--- src/psmc_map.vh ---
// Constants of the sleep-mode control block: opcode patterns, operand
// fields, pipeline depth and state codes.
// Assumes a four-stage pipeline whose stages report valid bits to this block.
// How it works
// - Wait instruction sleeps until interrupt or restart
// - Sleep freezes pipeline, disables RAMs, gates clocks
// - Decode 32-bit word, six-bit immediate or register
// - Condition flags untouched; only dozing flag set
// - Stall fetch, drain pipeline, then set flag
// - Host access and halt keep working in sleep
// - Host cannot clear flag; halt-restart wakes
// - Program counter holds next sequential address
// - Enables from status write act at stage three
// - Later variant uses low two operand bits
// - Operand 1,2,3 sets level enables as tabled
// - Interrupt wake clears flag, kills stage one
// - Restart after halt clears dozing flag
// - Single-step makes wait behave as no-op
// - Slow fetch may split status write and wait
`ifndef PSMC_MAP_VH
`define PSMC_MAP_VH

// Opcode match: bits other than the operand field
`define PSMC_OP_MASK      32'hFFFFF03F
`define PSMC_OP_IMM       32'h216F003F
`define PSMC_OP_REG       32'h212F003F
`define PSMC_SRC_HI       11
`define PSMC_SRC_LO       6
`define PSMC_SRC_W        6
`define PSMC_REG_NUM_W    6
// Pipeline depth and the stage whose flag write takes effect
`define PSMC_STAGES       4
`define PSMC_WB_STAGE     3
// Operand encodings
`define PSMC_EN_KEEP      2'h0
`define PSMC_EN_L1        0
`define PSMC_EN_L2        1
// Reset value of the captured program counter
`define PSMC_PC_RST       32'h00000000
// Synchronised pin inputs
`define PSMC_PIN_IRQ      0
`define PSMC_PIN_HALT     1
`define PSMC_PIN_STEP     2
`define PSMC_PIN_N        3
// Controller states
`define PSMC_ST_RUN       2'h0
`define PSMC_ST_DRAIN     2'h1
`define PSMC_ST_SLEEP     2'h2
`define PSMC_ST_W         2

`endif

--- src/psmc_sync.v ---
// Three-stage synchroniser with agreement filter for one level input.
// Assumes the input is asynchronous to sys_clk.
`timescale 1ns/1ps
module psmc_sync
(
    // Clock and reset
    input  wire sys_clk,
    input  wire reset_n,
    // Level in and filtered level out
    input  wire async_in,
    output reg  sync_out
);
    reg meta_reg;
    reg s2_reg;
    reg s3_reg;

    always @(posedge sys_clk)
    begin
        if (!reset_n)
        begin
            meta_reg <= 1'b0;
            s2_reg   <= 1'b0;
            s3_reg   <= 1'b0;
            sync_out <= 1'b0;
        end
        else
        begin
            meta_reg <= async_in;
            s2_reg   <= meta_reg;
            s3_reg   <= s2_reg;
            // Change counts once second and third stages agree
            if (s2_reg == s3_reg)
                sync_out <= s3_reg;
        end
    end
endmodule

--- src/psmc_decode.v ---
// Decoder of the low-power wait instruction and its operand.
// Assumes the register operand value is supplied by the register file.
`timescale 1ns/1ps
`include "psmc_map.vh"
module psmc_decode
(
    // Instruction at decode
    input  wire        dec_valid,
    input  wire [31:0] dec_instr,
    input  wire [31:0] dec_reg_value,
    // Decoded result
    output wire        is_wait,
    output wire [1:0]  enable_bits,
    output wire [`PSMC_REG_NUM_W-1:0] src_reg_num
);
    function match_op;
        input [31:0] word;
        input [31:0] pattern;
        begin
            match_op = ((word & `PSMC_OP_MASK) == pattern);
        end
    endfunction

    wire imm_form;
    wire reg_form;
    wire [`PSMC_SRC_W-1:0] field;
    wire [`PSMC_SRC_W-1:0] operand;

    assign imm_form    = match_op(dec_instr, `PSMC_OP_IMM);
    assign reg_form    = match_op(dec_instr, `PSMC_OP_REG);
    assign is_wait     = dec_valid & (imm_form | reg_form);
    assign field       = dec_instr[`PSMC_SRC_HI:`PSMC_SRC_LO];
    assign src_reg_num = field;
    // Register form takes the value, immediate form the field itself
    assign operand     = reg_form ? dec_reg_value[`PSMC_SRC_W-1:0] : field;
    // Upper four operand bits ignored
    assign enable_bits = operand[`PSMC_EN_L2:`PSMC_EN_L1];
endmodule

--- src/psmc_ctrl.v ---
// Sleep-mode controller of the processor core: drains the pipeline on the
// low-power wait instruction, holds the dozing state and handles wake-up.
// Assumes stage valid bits, host halt/run levels and an interrupt request
// level; the condition flags live outside and are never touched here.
`timescale 1ns/1ps
`include "psmc_map.vh"
module psmc_ctrl
#(
    // 1 selects the later variant with operand-driven enables
    parameter LATER_VARIANT = 1,
    // 1 gates non-essential clocks while sleeping
    parameter CLOCK_GATING  = 1
)
(
    // Clock and reset
    input  wire        sys_clk,
    input  wire        reset_n,
    // Instruction at decode
    input  wire        dec_valid,
    input  wire [31:0] dec_instr,
    input  wire [31:0] dec_reg_value,
    input  wire [31:0] dec_next_pc,
    output wire [5:0]  src_reg_num,
    // Pipeline occupancy of the stages after decode
    input  wire [`PSMC_STAGES-1:1] stage_valid,
    // Status-bits write retiring at the write-back stage
    input  wire        flag_write,
    input  wire [1:0]  flag_write_en,
    // Interrupt request and host debug pins
    input  wire        irq_request,
    input  wire        host_halt,
    input  wire        single_step,
    // Pipeline control
    output wire        fetch_stall,
    output wire        pipe_freeze,
    output wire        kill_stage1,
    output wire        wait_as_nop,
    output reg         irq_take,
    // Power control
    output reg         ram_disable,
    output reg         clk_gate_off,
    // State visible to software and host
    output reg         dozing_flag,
    output reg         level1_irq_enable,
    output reg         level2_irq_enable,
    output reg  [31:0] sleep_pc,
    output reg         halted
);
    reg [`PSMC_ST_W-1:0]   state_reg;
    reg [`PSMC_ST_W-1:0]   state_next;
    reg [1:0]              pend_en_reg;
    reg [1:0]              pend_en_next;
    reg                    restart_pend_reg;
    reg                    restart_pend_next;
    reg [31:0]             sleep_pc_next;
    reg [1:0]              level_en_next;

    wire [`PSMC_PIN_N-1:0] pin_raw;
    wire [`PSMC_PIN_N-1:0] pin_sync;
    wire                   irq_sync;
    wire                   halt_sync;
    wire                   step_sync;
    wire                   is_wait;
    wire [1:0]             enable_bits;
    wire                   pipe_empty;
    wire                   irq_allowed;
    wire                   wake_irq;
    wire                   in_run;
    wire                   in_drain;
    wire                   in_sleep;
    wire                   wait_taken;
    wire                   drain_done;
    wire                   sleep_next;
    genvar                 pin_idx;

    // State match, used by every state flag below
    function state_is;
        input [`PSMC_ST_W-1:0] current;
        input [`PSMC_ST_W-1:0] wanted;
        begin
            state_is = (current == wanted);
        end
    endfunction

    // Pin inputs from the host and interrupt sources
    assign pin_raw[`PSMC_PIN_IRQ]  = irq_request;
    assign pin_raw[`PSMC_PIN_HALT] = host_halt;
    assign pin_raw[`PSMC_PIN_STEP] = single_step;

    generate
        for (pin_idx = 0; pin_idx < `PSMC_PIN_N; pin_idx = pin_idx + 1)
        begin : pin_sync_gen
            psmc_sync u_sync
            (
                .sys_clk  (sys_clk),
                .reset_n  (reset_n),
                .async_in (pin_raw[pin_idx]),
                .sync_out (pin_sync[pin_idx])
            );
        end
    endgenerate

    assign irq_sync  = pin_sync[`PSMC_PIN_IRQ];
    assign halt_sync = pin_sync[`PSMC_PIN_HALT];
    assign step_sync = pin_sync[`PSMC_PIN_STEP];

    psmc_decode u_decode
    (
        .dec_valid     (dec_valid),
        .dec_instr     (dec_instr),
        .dec_reg_value (dec_reg_value),
        .is_wait       (is_wait),
        .enable_bits   (enable_bits),
        .src_reg_num   (src_reg_num)
    );

    assign in_run     = state_is(state_reg, `PSMC_ST_RUN);
    assign in_drain   = state_is(state_reg, `PSMC_ST_DRAIN);
    assign in_sleep   = state_is(state_reg, `PSMC_ST_SLEEP);
    assign pipe_empty = ~(|stage_valid);
    assign wait_taken = in_run & is_wait & ~step_sync & ~halted;
    assign drain_done = in_drain & pipe_empty;
    assign sleep_next = state_is(state_next, `PSMC_ST_SLEEP);

    // Enables count once written back, so no interrupt slips in early;
    // a wait fetched late behind the write can still be preceded by one
    assign irq_allowed = level1_irq_enable | level2_irq_enable;
    assign wake_irq    = irq_sync & irq_allowed & ~halted;

    // Single-step: instruction passes as a no-op
    assign wait_as_nop = is_wait & step_sync;
    // Fetch stalls from decode of the wait until wake-up
    assign fetch_stall = in_drain | in_sleep
                         | (is_wait & ~step_sync & in_run);
    // Stalled but not halted; host path stays live
    assign pipe_freeze = in_sleep;
    assign kill_stage1 = in_sleep & wake_irq;

    always @*
    begin
        state_next = state_reg;
        case (state_reg)
            `PSMC_ST_RUN:
            begin
                if (wait_taken)
                    state_next = `PSMC_ST_DRAIN;
            end
            `PSMC_ST_DRAIN:
            begin
                // Older instructions complete before the flag rises
                if (pipe_empty)
                    state_next = `PSMC_ST_SLEEP;
            end
            `PSMC_ST_SLEEP:
            begin
                // Each single step is a restart, so step mode never stays asleep
                if (wake_irq | restart_pend_reg | step_sync)
                    state_next = `PSMC_ST_RUN;
            end
            default:
                state_next = `PSMC_ST_RUN;
        endcase
    end

    // Next values of the restart, capture and enable registers
    always @*
    begin
        restart_pend_next = restart_pend_reg;
        pend_en_next      = pend_en_reg;
        sleep_pc_next     = sleep_pc;
        level_en_next     = {level2_irq_enable, level1_irq_enable};
        // Halt then run while sleeping is a restart; flag not cleared directly
        if (!in_sleep)
            restart_pend_next = 1'b0;
        else if (halted & ~halt_sync)
            restart_pend_next = 1'b1;
        if (wait_taken)
        begin
            sleep_pc_next = dec_next_pc;
            pend_en_next  = enable_bits;
        end
        // Status-bits write updates enables at write-back only, and wins
        if (flag_write)
            level_en_next = flag_write_en;
        else if ((LATER_VARIANT != 0) && drain_done
                 && pend_en_reg != `PSMC_EN_KEEP)
            level_en_next = pend_en_reg;
    end

    // Controller state
    always @(posedge sys_clk)
    begin
        if (!reset_n)
        begin
            state_reg <= `PSMC_ST_RUN;
        end
        else
        begin
            state_reg <= state_next;
        end
    end

    // Host halt level, one stage after the synchroniser
    always @(posedge sys_clk)
    begin
        if (!reset_n)
        begin
            halted <= 1'b0;
        end
        else
        begin
            halted <= halt_sync;
        end
    end

    // Restart seen while sleeping
    always @(posedge sys_clk)
    begin
        if (!reset_n)
        begin
            restart_pend_reg <= 1'b0;
        end
        else
        begin
            restart_pend_reg <= restart_pend_next;
        end
    end

    // Address after the wait, held through the sleep
    always @(posedge sys_clk)
    begin
        if (!reset_n)
        begin
            sleep_pc <= `PSMC_PC_RST;
        end
        else
        begin
            sleep_pc <= sleep_pc_next;
        end
    end

    // Operand enables, applied once the drain ends
    always @(posedge sys_clk)
    begin
        if (!reset_n)
        begin
            pend_en_reg <= `PSMC_EN_KEEP;
        end
        else
        begin
            pend_en_reg <= pend_en_next;
        end
    end

    // Dozing flag is the only flag this instruction touches
    always @(posedge sys_clk)
    begin
        if (!reset_n)
        begin
            dozing_flag <= 1'b0;
        end
        else
        begin
            dozing_flag <= sleep_next;
        end
    end

    // Memories off while sleeping
    always @(posedge sys_clk)
    begin
        if (!reset_n)
        begin
            ram_disable <= 1'b0;
        end
        else
        begin
            ram_disable <= sleep_next;
        end
    end

    // Clock gate only where the option is built in
    always @(posedge sys_clk)
    begin
        if (!reset_n)
        begin
            clk_gate_off <= 1'b0;
        end
        else
        begin
            clk_gate_off <= (CLOCK_GATING != 0) && sleep_next;
        end
    end

    // Interrupt-level enables
    always @(posedge sys_clk)
    begin
        if (!reset_n)
        begin
            level1_irq_enable <= 1'b0;
            level2_irq_enable <= 1'b0;
        end
        else
        begin
            level1_irq_enable <= level_en_next[`PSMC_EN_L1];
            level2_irq_enable <= level_en_next[`PSMC_EN_L2];
        end
    end

    // Interrupt taken one cycle after the kill
    always @(posedge sys_clk)
    begin
        if (!reset_n)
        begin
            irq_take <= 1'b0;
        end
        else
        begin
            irq_take <= kill_stage1;
        end
    end
endmodule

--- config.mk ---
export PLATFORM = sky130hd
export DESIGN_NAME = psmc_ctrl
export DESIGN_NICKNAME = d
export VERILOG_FILES = /design/src/psmc_sync.v /design/src/psmc_decode.v /design/src/psmc_ctrl.v
export VERILOG_INCLUDE_DIRS = /design/src
export SDC_FILE = /design/constraint.sdc
export NUM_CORES = 1
export LEC_CHECK = 0
export ABC_AREA = 0
export BUFFER_PORTS_ARGS = -buffer_cell sky130_fd_sc_hd__buf_2
export CORE_MARGIN = 2
export CORE_UTILIZATION = 44
export DETAILED_ROUTE_END_ITERATION = 10
export GPL_ROUTABILITY_DRIVEN = 0
export GPL_TIMING_DRIVEN = 0
export PLACE_DENSITY = 0.86
export SYNTH_ARGS = -nofsm -noshare
export SYNTH_HDL_FRONTEND = slang
export SYNTH_SLANG_ARGS = --single-unit
--- constraint.sdc ---
create_clock -name sys_clk -period 7.6 [get_ports sys_clk]
set_input_delay 1.52 -clock sys_clk [delete_from_list [all_inputs] [get_ports sys_clk]]
set_output_delay 1.52 -clock sys_clk [all_outputs]
set_load 0.005 [all_outputs]
Word-level counts from Yosys, hierarchy flattened
Cells that the tools add are included.
{"block": "totals", "ff_bits": 54}
{"block": "op_classes", "n_eq_ne": 8, "n_bitwise": 22, "reduce_logical": 6, "mux": 7}
{"operator": "$eq 26x24->1 const B", "n": 2}
{"operator": "$and 1x1->1", "n": 12}
{"operator": "$mux 2", "n": 6}
{"operator": "$or 1x1->1", "n": 6}
{"operator": "$pmux 2 s3", "n": 1}
{"operator": "$eq 2x2->1 const B", "n": 2}
{"operator": "$not 1->1", "n": 4}
{"operator": "$reduce_bool 2->1", "n": 2}
{"operator": "$eq 1x1->1", "n": 3}
{"operator": "$reduce_or 3->1", "n": 1}
{"operator": "$eq 2x1->1 const B", "n": 1}
{"operator": "$logic_not 2->1", "n": 1}
{"operator": "$reduce_and 2->1", "n": 1}
{"operator": "$logic_and 1x1->1", "n": 1}

Logic depth before layout (Yosys ltp)
Gate-level depths: netlist of the first run.
{"block": "depth", "word_depth": 9, "mapped_depth": 9, "ltp_nobuf": 7}

Modules after synthesis
Synthesis of the first run repeated with hierarchy kept, for this count alone.
{"block": "hier_totals", "cells_unflattened": 250, "hier_area_um2": 2230.9}
{"module": "psmc_ctrl", "cells_per_inst": 199, "seq_area_each_um2": 840.8, "area_each_um2": 1704.1, "n_inst": 1}
{"module": "psmc_sync", "cells_per_inst": 10, "seq_area_each_um2": 80.1, "area_each_um2": 116.4, "n_inst": 3}
{"module": "psmc_decode", "cells_per_inst": 21, "seq_area_each_um2": 0.0, "area_each_um2": 177.7, "n_inst": 1}

Worst setup path after synthesis of the first run
No wires, ideal clock.
{"block": "synth_timing", "path_type": "input -> output", "from": "input port dec_instr[20]", "to": "output port fetch_stall", "t_arrival_ns": 2.922, "stages": 5, "path_buffers": 0, "slack_ns": 3.158, "cell_sequence": "or4b_1 -> or4_4 -> nor2_1 -> nand2_1 -> o21bai_1"}
{"block": "synth_via", "elab_chain_cells": 6}
{"element": "start, declared", "line": "psmc_ctrl.v:20", "rtl": "input wire [31:0] dec_instr,"}
{"element": "$eq 26x24->1", "line": "psmc_decode.v:20", "rtl": "match_op = ((word & `PSMC_OP_MASK) == pattern);"}
{"element": "$or 1x1->1 (*)", "line": "psmc_decode.v:31", "rtl": "assign is_wait = dec_valid & (imm_form | reg_form);"}
{"element": "$and 1x1->1 (*)", "line": "psmc_decode.v:31"}
{"element": "$and 1x1->1 (*) (2 in a row)", "line": "psmc_ctrl.v:134", "rtl": "| (is_wait & ~step_sync & in_run);"}
{"element": "$or 1x1->1 (*)", "line": "psmc_ctrl.v:134"}
{"element": "end, declared", "line": "psmc_ctrl.v:34", "rtl": "output wire fetch_stall,"}
Mark *: on every way between the ends. The rest lies on a longest branch, timed or not.

Worst setup path in the final report of the first run
{"block": "layout_timing", "from": "input port dec_instr[26]", "to": "output port fetch_stall"}
The elaborated chain is that of the path after synthesis.

==> results.md, run 1 <==
* Worst r2r dst: sleep_pc[0]$_SDFFE_PN0P_
* Die Span X at about 75 µm
* Total of max-cap violations at 0
* Crit end category: primary output
* Hold buffers post-CTS at 0
* Vias post-DR at slightly below 2000
* Peak VDD IR at around 140 µV
* Post-route core utilization at 0.627
* Slew HR at 0.654
* Mux cell area share after synthesis at 0.155
* Fin Setup TNS at 0 ps
* R2R depth at 9
* Pleak at 1.37 nW
* Finish-stage setup viols at 0
* NumNets Final at 460
* Pre-CTS setup slack at between 2000 and 3000 ps
* Total power at just under 0.0005 W
* DRT iter0 DRCs at 30
* Mean Syn Cell Area at between 10 and 15 µm²
* CTS clk-pin slew, worst paths at ~100 ps
* Leading cell types in the layout, fill and taps excluded: buf_2, dfxtp_1, nor2_1, mux2i_1, nand2_1
* Min-Delay Startpoint: pin_sync_gen[1].u_sync.meta_reg$_SDFF_PN0_
* Critical Path Start Type: input port
* RSZ-0062 raised after global routing: no
* Vias/cell at 4.73
* Worst Path Max Fanout at 3
* Remaining antenna violation count at 0
* PwrDens at between 150 and 200 nW/µm²
* Clock Sinks at 54
* Fin crit share at 0.619
* Post-Syn Nets at 331
* # port buffers at between 100 and 150
* CP required at ~6000 ps
* Max reg flops at 32
* Post-synthesis sequential area ratio at 0.493
* Outcome: finished clean
* Post-Synthesis Cells at about 220
* Antenna Cells at 0
* Final hold violation count at 0
* Async S/R FF share, synth at 0
* Starting density of the core at 0.461
* Worst Path Class, Setup: input port to primary output
* Total GRT Usage at 0.174
* Hold WC Path Type: flop to flop
* XOR/XNOR share of the synthesized area at 0
* Vias in the first global route at 1823
* Layout cells sized above 1 at 0.418
* Most common cell after layout, fill and taps aside: buf_2
* Cell Area, Synth at between 2000 and 2500 µm²
* I/O pin total at roughly 160
* Largest family of logic cells by synthesized area: simple AND/OR/NAND/NOR gates
* Flop2flop setup slack at between 5000 and 6000 ps
* Fin crit period at ~4700 ps
* Hpwl dp at between 3 and 4 mm
* Simple-Gate Fraction of Synth Area at 0.195
* Grt total ovfl at 0
* Skew final at 8.11 ps
* Post-Synth Adder-Cell Area at 0.0228
* Slack of the critical path at just under 3000 ps
* Max Slew Vio Count at 0
* Clk buf depth at 2
* CTS Buf Count at 5
* CTS Root Buffer Type: clkbuf_8
* End point of the worst hold path: pin_sync_gen[1].u_sync.s2_reg$_SDFF_PN0_
* Largest net degree at the start of global routing at 20
* #FFs+latches synth at 54
* Ys Warns at 0
* Worst path arrival time at 3180 ps
* # resized after CTS at 0
* Slew @ Worst Pin at approximately 500 ps
* Ys flop type: dfxtp_1
* Post-CTS Repair Setup Buffers at 0
* Reg-to-reg critical path startpoint: state_reg[1]$_SDFF_PN0_
* Worst skew pair latency at 300 ps
* Area fraction in compound gates after synthesis at 0.0537
* Post-route DRC at 0
* Largest register by flop count: sleep_pc
* Die Y-Extent at between 70 and 80 µm
* CTS tree: done
* Core ar. at between 4000 and 5000 µm²
* Cells on Worst Hold Path at 1
* Peak Freq at approximately 210 MHz
* DRT Pass-1 Iters at 4
* Wire per inst at about 12 µm
* Number of synthesized flops with an enable pin at 0
* Initial antenna violation count at 0
* Area Overhead vs Synth at 36.0%
* First-pass GRT wire length at roughly 7.5 mm
* H-tree Lvls at 2
* Die ar. at 5560 µm²
* Count of cell types in the netlist at 35
* Drt total wl at 4.89 mm
* Row count at 25
==> power by group <==
group / internal [W] / total, W / switching (W)
logic: 0.0000201 / 0.0000335 / 0.0000134
clock network: 0.0000686 / 0.000166 / 0.0000972
registers: 0.000285 / 0.000287 / 0.00000136
total: 0.000374 / 0.000486 / 0.000112
==> worst max-delay path, stage by stage <==
cell and delay, ps:
buf_2 90, or4b_2 670, or3_1 420, nor2_1 150
nand2_1 70, o21bai_1 130, buf_2 130
==> through the flow <==
stage | std cells | instance area (µm²) | hold slack [ps]
after floorplan | 219 | 2190 | 412
after global placement | 408 | 2890 | 417
after detailed placement | 408 | 2890 | 423
after CTS | 416 | 2980 | 448
after global routing | 416 | 2980 | 471
final | 416 | 2980 | 447
==> kinds of logic after synthesis <==
| group | count (synthesis) |
|---|---|
| simple gates | 82 |
| buf+inv | 24 |
| fa+ha+maj | 4 |
| flops | 54 |
| compound gates | 21 |
| mux | 34 |
==> area by class of cell <==
class,instances,area [µm²]
inverter,8,30.0
fill,415,1770
sequential,54,1080
clock inverter,3,26.3
clock buffer,5,68.8
multi-input combinational,141,935
buffer,16,146
timing repair buffer,122,611
tap,67,83.8
==> synth_stat cells, types with 2 or more instances <==
master    instances  share of area
o21ai_0           5          0.011
buf_4             8          0.027
or3_1             2         0.0057
nand2b_1          2         0.0057
and2_1            9          0.026
inv_1             7          0.012
nor4_1            3         0.0086
a21oi_1           9          0.021
o21ai_1           2         0.0046
nand2_1          11          0.019
clkbuf_1          4         0.0068
a31oi_1           2         0.0057
or4b_1            2         0.0091
buf_12            3          0.027
mux2i_1          34           0.16
nor2_1           40          0.068
ha_1              4          0.023
dfxtp_1          54           0.49
nor3_1            2         0.0046
==> worst max-delay path by stage <==
stage / from / endpoint / slack (ps) / cells past startpoint
6_report: dec_instr[26] / fetch_stall / 2900 / 7
5_1_grt: dec_instr[26] / fetch_stall / 2770 / 7
4_1_cts: dec_instr[26] / fetch_stall / 2900 / 7
3_5_place_dp: dec_instr[26] / fetch_stall / 2910 / 7
3_3_place_gp: dec_instr[20] / fetch_stall / 2950 / 7
2_1_floorplan: dec_instr[20] / fetch_stall / 3160 / 5
==> per-layer routing <==
layer	wire length (µm)	track usage	up-vias
met5	0	0	-
met4	36	0.0516	0
met3	304	0.0352	4
met2	2480	0.314	83
met1	2060	0.208	889
li1	-	-	993
No activity file was read; power rests on OpenSTA's default activity.
==> run 2: changes to the inputs <==
--- a/config.mk
+++ b/config.mk
@@ -6,14 +6,14 @@
 export SDC_FILE = /design/constraint.sdc
 export NUM_CORES = 1
 export LEC_CHECK = 0
-export ABC_AREA = 0
+export ABC_AREA = 1
 export BUFFER_PORTS_ARGS = -buffer_cell sky130_fd_sc_hd__buf_2
 export CORE_MARGIN = 2
-export CORE_UTILIZATION = 44
+export CORE_UTILIZATION = 38
 export DETAILED_ROUTE_END_ITERATION = 10
 export GPL_ROUTABILITY_DRIVEN = 0
 export GPL_TIMING_DRIVEN = 0
-export PLACE_DENSITY = 0.86
+export PLACE_DENSITY = 0.76
 export SYNTH_ARGS = -nofsm -noshare
 export SYNTH_HDL_FRONTEND = slang
 export SYNTH_SLANG_ARGS = --single-unit
==> constraint.sdc (replaced) <==
create_clock -name sys_clk -period 4.1 [get_ports sys_clk]
set_input_delay 0.82 -clock sys_clk [delete_from_list [all_inputs] [get_ports sys_clk]]
set_output_delay 0.82 -clock sys_clk [all_outputs]
set_load 0.005 [all_outputs]
==> run 2 against run 1 <==
Against the previous run:
- clock power grew 120%
- sequential power grew 85%
- critical endpoint unchanged
- register-to-register slack lost 3300 ps
- non-clock buffer count grew 4
- combinational power grew 110%
- wire length grew 14%
- largest cell class unchanged
==> results.md, run 2 <==
* Outcome: finished clean
* Synth area leader: dfxtp_1
* I/O pin total at 157
* Post-CTS Repair Setup Buffers at 0
* Final hold violation count at 0
* Critical Path Start Type: input port
* Cell Area, Synth at about 2400 µm²
* CTS Buf Count at 5
* Crit end category: primary output
* H-tree Lvls at 2
* Leading cell types in the layout, fill and taps excluded: buf_2, nand2_1, nor2_1, inv_1, dfxtp_1
* Mean Syn Cell Area at 6.49 µm²
* Clock Sinks at 54
* Vias/cell at around 4.2
* RSZ-0062 raised after global routing: no
* CP Cell Sequence: buf_2 > inv_1 > nand2_1 > nor2_1 > nand3_1 > nor2_2 > a31o_2 > buf_2
* Worst path arrival time at 1640 ps
* CTS Root Buffer Type: clkbuf_8
* DRT iter0 DRCs at between 60 and 70
* Worst Path Class, Setup: input port to primary output
* Total of max-cap violations at 0
* CTS clk-pin slew, worst paths at ~100 ps
* Die Span X at about 84 µm
* Finish-stage setup viols at 0
* Top cells by area, synth: dfxtp_1, nand2_1, nor2_1, inv_1, buf_4
* Vias in the first global route at roughly 2300
* Hpwl dp at between 4 and 5 mm
* CP required at approximately 3300 ps
* Most common cell in the netlist: nand2_1
* Count of cell types in the netlist at 25
* Met3 Usage GRT at 0.0442
* Ys flop type: dfxtp_1
* # port buffers at approximately 120
* Top Usage Layer GRT: met2
* Worst skew pair latency at around 300 ps
* Number of synthesized flops with an enable pin at 0
* Async S/R FF share, synth at 0
* Top cell type's share of synthesized area at 0.442
* Skew final at approximately 7.6 ps
* Post-Syn Nets at ~500
* # resized after CTS at 0
* Met2 global-route usage at 0.281
* Critical path's top delay family: simple AND/OR/NAND/NOR gates
* Max Slew Vio Count at 0
* M1 GR Usage at 0.194
* Die Y-Extent at around 84 µm
* DRT Pass-1 Iters at 4
* Worst hold margin at about 420 ps
* Max reg flops at 32
* Slew HR at 0.705
* Worst Path Max Fanout at 3
* PwrDens at between 200 and 300 nW/µm²
* Post-Synthesis Cells at around 380
* Commonest cells post-synth: nand2_1, nor2_1, inv_1, dfxtp_1, clkbuf_1
* Ys Warns at 0
* Drt total wl at 5.56 mm
* Post-Layout Inst Area at 3260 µm²
* Largest register by flop count: sleep_pc
* Most common cell after layout, fill and taps aside: buf_2
* Most frequent CP cell: buf_2
* CP max-delay cell: a31o_2
* Initial antenna violation count at 0
* Die ar. at between 7000 and 8000 µm²
* Pleak at 2.01 nW
* Clk buf depth at 2
* Fin crit share at 0.600
* Fin crit period at 2460 ps
* Starting density of the core at 0.390
* Vias post-DR at around 2500
* Placed Area at roughly 3100 µm²
* Largest net degree at the start of global routing at 19
* CTS tree: done
* Fin Setup TNS at 0 ps
* Post-route DRC at 0
* NumNets Final at approximately 620
* Row count at 29
* Grt total ovfl at 0
* Post-synthesis sequential area ratio at 0.442
* Layout cells sized above 1 at 0.292
* Area Overhead vs Synth at 33.5%
* Hold WC Path Type: flop to flop
* Peak per-stage delay on the critical path at 160 ps
* Peak VDD IR at ~190 µV
* Wire per inst at approximately 9.5 µm
* Antenna Cells at 0
* Total GRT Usage at 0.162
* #FFs+latches synth at between 50 and 60
* First-pass GRT wire length at approximately 9.6 mm
* Remaining antenna violation count at 0
* Post-route core utilization at 0.520
* Peak Freq at 406 MHz
* Slew @ Worst Pin at roughly 440 ps
* Hold buffers post-CTS at 0
* Core ar. at 6280 µm²
* Buf/Inv on CP at 3
==> run 2: cell type report <==
| cell class | count | area [µm²] |
|---|---|---|
| Buffer | 21 | 120 |
| Clock buffer | 5 | 68.8 |
| Clock inverter | 3 | 47.5 |
| Fill cell | 648 | 3010 |
| Inverter | 67 | 251 |
| Multi-Input combinational cell | 235 | 993 |
| Sequential cell | 54 | 1080 |
| Tap cell | 77 | 96.3 |
| Timing Repair Buffer | 121 | 606 |
==> run 2: per-stage QoR <==
step	power [W]	instances	worst slack [ps]
6_report	0.000968	583	1640
5_1_grt	0.00102	583	1530
4_1_cts	0.000987	583	1630
3_5_place_dp	0.000615	575	1620
3_3_place_gp	0.000613	575	1630
2_1_floorplan	0.000570	377	1910
==> run 2: metal layers <==
| metal | vias up | share of wire |
|---|---|---|
| li1 | 1344 | - |
| met1 | 1028 | 0.44 |
| met2 | 72 | 0.48 |
| met3 | 10 | 0.071 |
| met4 | 0 | 0.018 |
| met5 | - | 0 |
==> run 2: final timing paths <==
kind	end	slack [ps]	start	cells after the start
worst max-delay path	fetch_stall	1640	dec_instr[28]	8
worst min-delay path	pin_sync_gen[2].u_sync.s2_reg$_SDFF_PN0_	420	pin_sync_gen[2].u_sync.meta_reg$_SDFF_PN0_	2
worst max register to register	sleep_pc[2]$_SDFFE_PN0P_	2380	state_reg[0]$_SDFF_PN0_	8
worst min register to register	pin_sync_gen[2].u_sync.s2_reg$_SDFF_PN0_	420	pin_sync_gen[2].u_sync.meta_reg$_SDFF_PN0_	2
==> run 2: power breakdown <==
group / internal, W / switching, W
Combinational: 0.0000387 / 0.0000313
Clock: 0.000186 / 0.000180
Sequential: 0.000529 / 0.00000261
Total: 0.000754 / 0.000214
==> run 2: logic make-up after synthesis <==
| logic type | count (synthesis) | synth area share |
|---|---|---|
| AOI/OAI and AO/OA | 14 | 0.0338 |
| adders and majority gates | 4 | 0.0205 |
| buffers and inverters | 88 | 0.152 |
| DFF | 54 | 0.442 |
| and+or+nand+nor | 217 | 0.352 |
==> run 2: worst reg2reg max path, delay by kind of cell (launching register included) <==
kind / cells / cell delay (ps)
and+or+nand+nor: 4 / 650
DFF: 1 / 340
buffers and inverters: 3 / 480
adders and majority gates: 1 / 180
==> run 3: changes to the inputs <==
--- a/config.mk
+++ b/config.mk
@@ -6,14 +6,14 @@
 export SDC_FILE = /design/constraint.sdc
 export NUM_CORES = 1
 export LEC_CHECK = 0
-export ABC_AREA = 1
+export ABC_AREA = 0
 export BUFFER_PORTS_ARGS = -buffer_cell sky130_fd_sc_hd__buf_2
 export CORE_MARGIN = 2
-export CORE_UTILIZATION = 38
+export CORE_UTILIZATION = 40
 export DETAILED_ROUTE_END_ITERATION = 10
 export GPL_ROUTABILITY_DRIVEN = 0
 export GPL_TIMING_DRIVEN = 0
-export PLACE_DENSITY = 0.76
+export PLACE_DENSITY = 0.79
 export SYNTH_ARGS = -nofsm -noshare
 export SYNTH_HDL_FRONTEND = slang
 export SYNTH_SLANG_ARGS = --single-unit
==> constraint.sdc (replaced) <==
create_clock -name sys_clk -period 2.3 [get_ports sys_clk]
set_input_delay 0.46 -clock sys_clk [delete_from_list [all_inputs] [get_ports sys_clk]]
set_output_delay 0.46 -clock sys_clk [all_outputs]
set_load 0.005 [all_outputs]
==> run 3 against run 2 <==
Against the previous run:
- largest power group unchanged
- power is 64% higher
- clock skew fell by 1.4 ps
- combinational power rose by 67%
- largest cell class unchanged
- register-to-register slack worse by 2000 ps
- the run now ends with setup timing left
- clock power up 43%
==> results.md, run 3 (synthesis gave the netlist of run 1 again) <==
* Initial antenna violation count at 0
* Grt total ovfl at 0
* NumNets Final at approximately 480
* Power Internal at 0.00123 W
* Max Slew Vio Count at 0
* CTS clk-pin slew, worst paths at roughly 100 ps
* Fin crit share at 1.09
* Largest net degree at the start of global routing at 19
* Pleak at approximately 1.5 nW
* Layout cells sized above 1 at 0.478
* Total GRT Usage at 0.173
* Clk buf depth at 2
* Max reg flops at 32
* R2R depth at 10
* Met3 Usage GRT at 0.0391
* Remaining antenna violation count at 0
* Final hold violation count at 0
* # port buffers at around 120
* Slack of the critical path at -199 ps
* Outcome: complete, but fails checks
* Worst Path Max Fanout at 5
* Hpwl dp at roughly 3.9 mm
* Die Y-Extent at a little under 80 µm
* Peak Freq at 400 MHz
* PwrDens at slightly below 500 nW/µm²
* Die Span X at approximately 78 µm
* Logic gate share of total power at 0.074
* Leading cell types in the layout, fill and taps excluded: buf_2, dfxtp_1, nor2_1, mux2i_1
* H-tree Lvls at 2
* Switch share at 0.226
* First-pass GRT wire length at 8.63 mm
* I/O pin total at 157
* Total of max-cap violations at 0
* Critical Path Start Type: input port
* Post-route DRC at 0
* Vias/cell at approximately 4.7
* End point of the worst hold path: pin_sync_gen[0].u_sync.meta_reg$_SDFF_PN0_
* Starting density of the core at 0.421
* Fin crit period at roughly 2500 ps
* P_sw at around 0.00036 W
* Worst Path Class, Setup: input port to flop
* Skew final at a little over 6 ps
* Placed Area at 2900 µm²
* Slew HR at 0.599
* Row count at 26
* Crit end category: flop
* Drt total wl at 5.33 mm
* DRT Pass-1 Iters at 4
* Antenna Cells at 0
* Violated checks: setup timing
* Most common cell after layout, fill and taps aside: buf_2
* Flop2flop setup slack at between 300 and 400 ps
* Vias in the first global route at around 2100
* Area Overhead vs Synth at 50.1%
* Reg power frac at 0.596
* RSZ-0062 raised after global routing: yes
* Vias post-DR at about 2000
* Peak VDD IR at 369 µV
* Clk pwr share at 0.330
* Wire per inst at between 10 and 15 µm
* CTS Buf Count at 5
* CTS tree: done
* Top Usage Layer GRT: met2
* Die ar. at between 6000 and 7000 µm²
* Reg-to-reg critical path startpoint: state_reg[1]$_SDFF_PN0_
* Hold buffers post-CTS at 0
* Core ar. at roughly 5200 µm²
* Hold WC Path Type: input port to flop
* DRT iter0 DRCs at slightly below 50
* CTS Root Buffer Type: clkbuf_8
* Min-Delay Startpoint: irq_request
* Worst r2r dst: sleep_pc[4]$_SDFFE_PN0P_
* Cells on Worst Hold Path at 2
* Post-route core utilization at 0.632
* CP required at 2480 ps
* Worst path arrival time at 2680 ps
* Finish-stage setup viols at 38
* Worst skew pair latency at around 300 ps
* Slew @ Worst Pin at between 500 and 600 ps
* Pre-CTS setup slack at -406 ps
* M1 GR Usage at 0.189
* Met2 global-route usage at 0.322
* Clock Sinks at 54
* Post-Layout Inst Area at ~3300 µm²
* Largest register by flop count: sleep_pc
==> run 3: worst max path at each step <==
| stage | startpoint | endpoint | slack [ps] | cells after the start |
|---|---|---|---|---|
| detailed placement | dec_instr[20] | sleep_pc[4]$_SDFFE_PN0P_ | -410 | 8 |
| global route | dec_instr[20] | fetch_stall | -280 | 7 |
| finish | dec_instr[20] | sleep_pc[4]$_SDFFE_PN0P_ | -200 | 10 |
| global placement | dec_instr[20] | sleep_pc[5]$_SDFFE_PN0P_ | -370 | 8 |
| CTS | dec_instr[12] | fetch_stall | -180 | 7 |
| floorplan | dec_instr[20] | sleep_pc[14]$_SDFFE_PN0P_ | -160 | 7 |
==> run 3: power groups by stage <==
stage / logic (W) / clock network [W] / registers [W]
after floorplan: 0.0000364 / 0 / 0.000968
after global placement: 0.000108 / 0 / 0.000969
after detailed placement: 0.000112 / 0 / 0.000970
after CTS: 0.000116 / 0.000549 / 0.000948
after global routing: 0.000130 / 0.000587 / 0.000949
final: 0.000117 / 0.000525 / 0.000948
==> run 3: layout make-up <==
type                       instances  area (µm²)
fill                             457        1920
clock inverter                     3        23.8
tap                               70        87.6
buffer                            16         146
inverter                           8        30.0
multi-input combinational        141        1020
timing repair buffer             137         828
clock buffer                       5        68.8
sequential                        54        1080
==> run 3: repair_timing <==
item / CTS / global route
cloned: 2 / 1
pin swaps: 7 / 5
buffers inserted: 11 / 3
resized for setup: 16 / 13
setup endpoints to repair: 30 / 39
==> run 3: metal layers <==
metal | vias up | share of wire
met2 | 75 | 0.50
met1 | 929 | 0.42
li1 | 1020 | -
met4 | 0 | 0.017
met3 | 8 | 0.063
met5 | - | 0
==> run 3: worst max-delay path: stages <==
cell	delay, ps
buf_6	90
or4b_1	500
or4_4	560
buf_6	140
nor4b_4	250
buf_6	160
buf_6	120
buf_12	120
mux2i_4	220
nor2_1	50
==> run 3: per-stage QoR <==
| stage | hold slack [ps] | total power [W] | instances | TNS [ps] |
|---|---|---|---|---|
| detailed placement | 422 | 0.00108 | 411 | -12410 |
| CTS | 353 | 0.00161 | 432 | -4440 |
| global placement | 422 | 0.00108 | 411 | -12740 |
| global route | 343 | 0.00167 | 434 | -8210 |
| finish | 360 | 0.00159 | 434 | -5930 |
| floorplan | 412 | 0.00100 | 219 | -4620 |
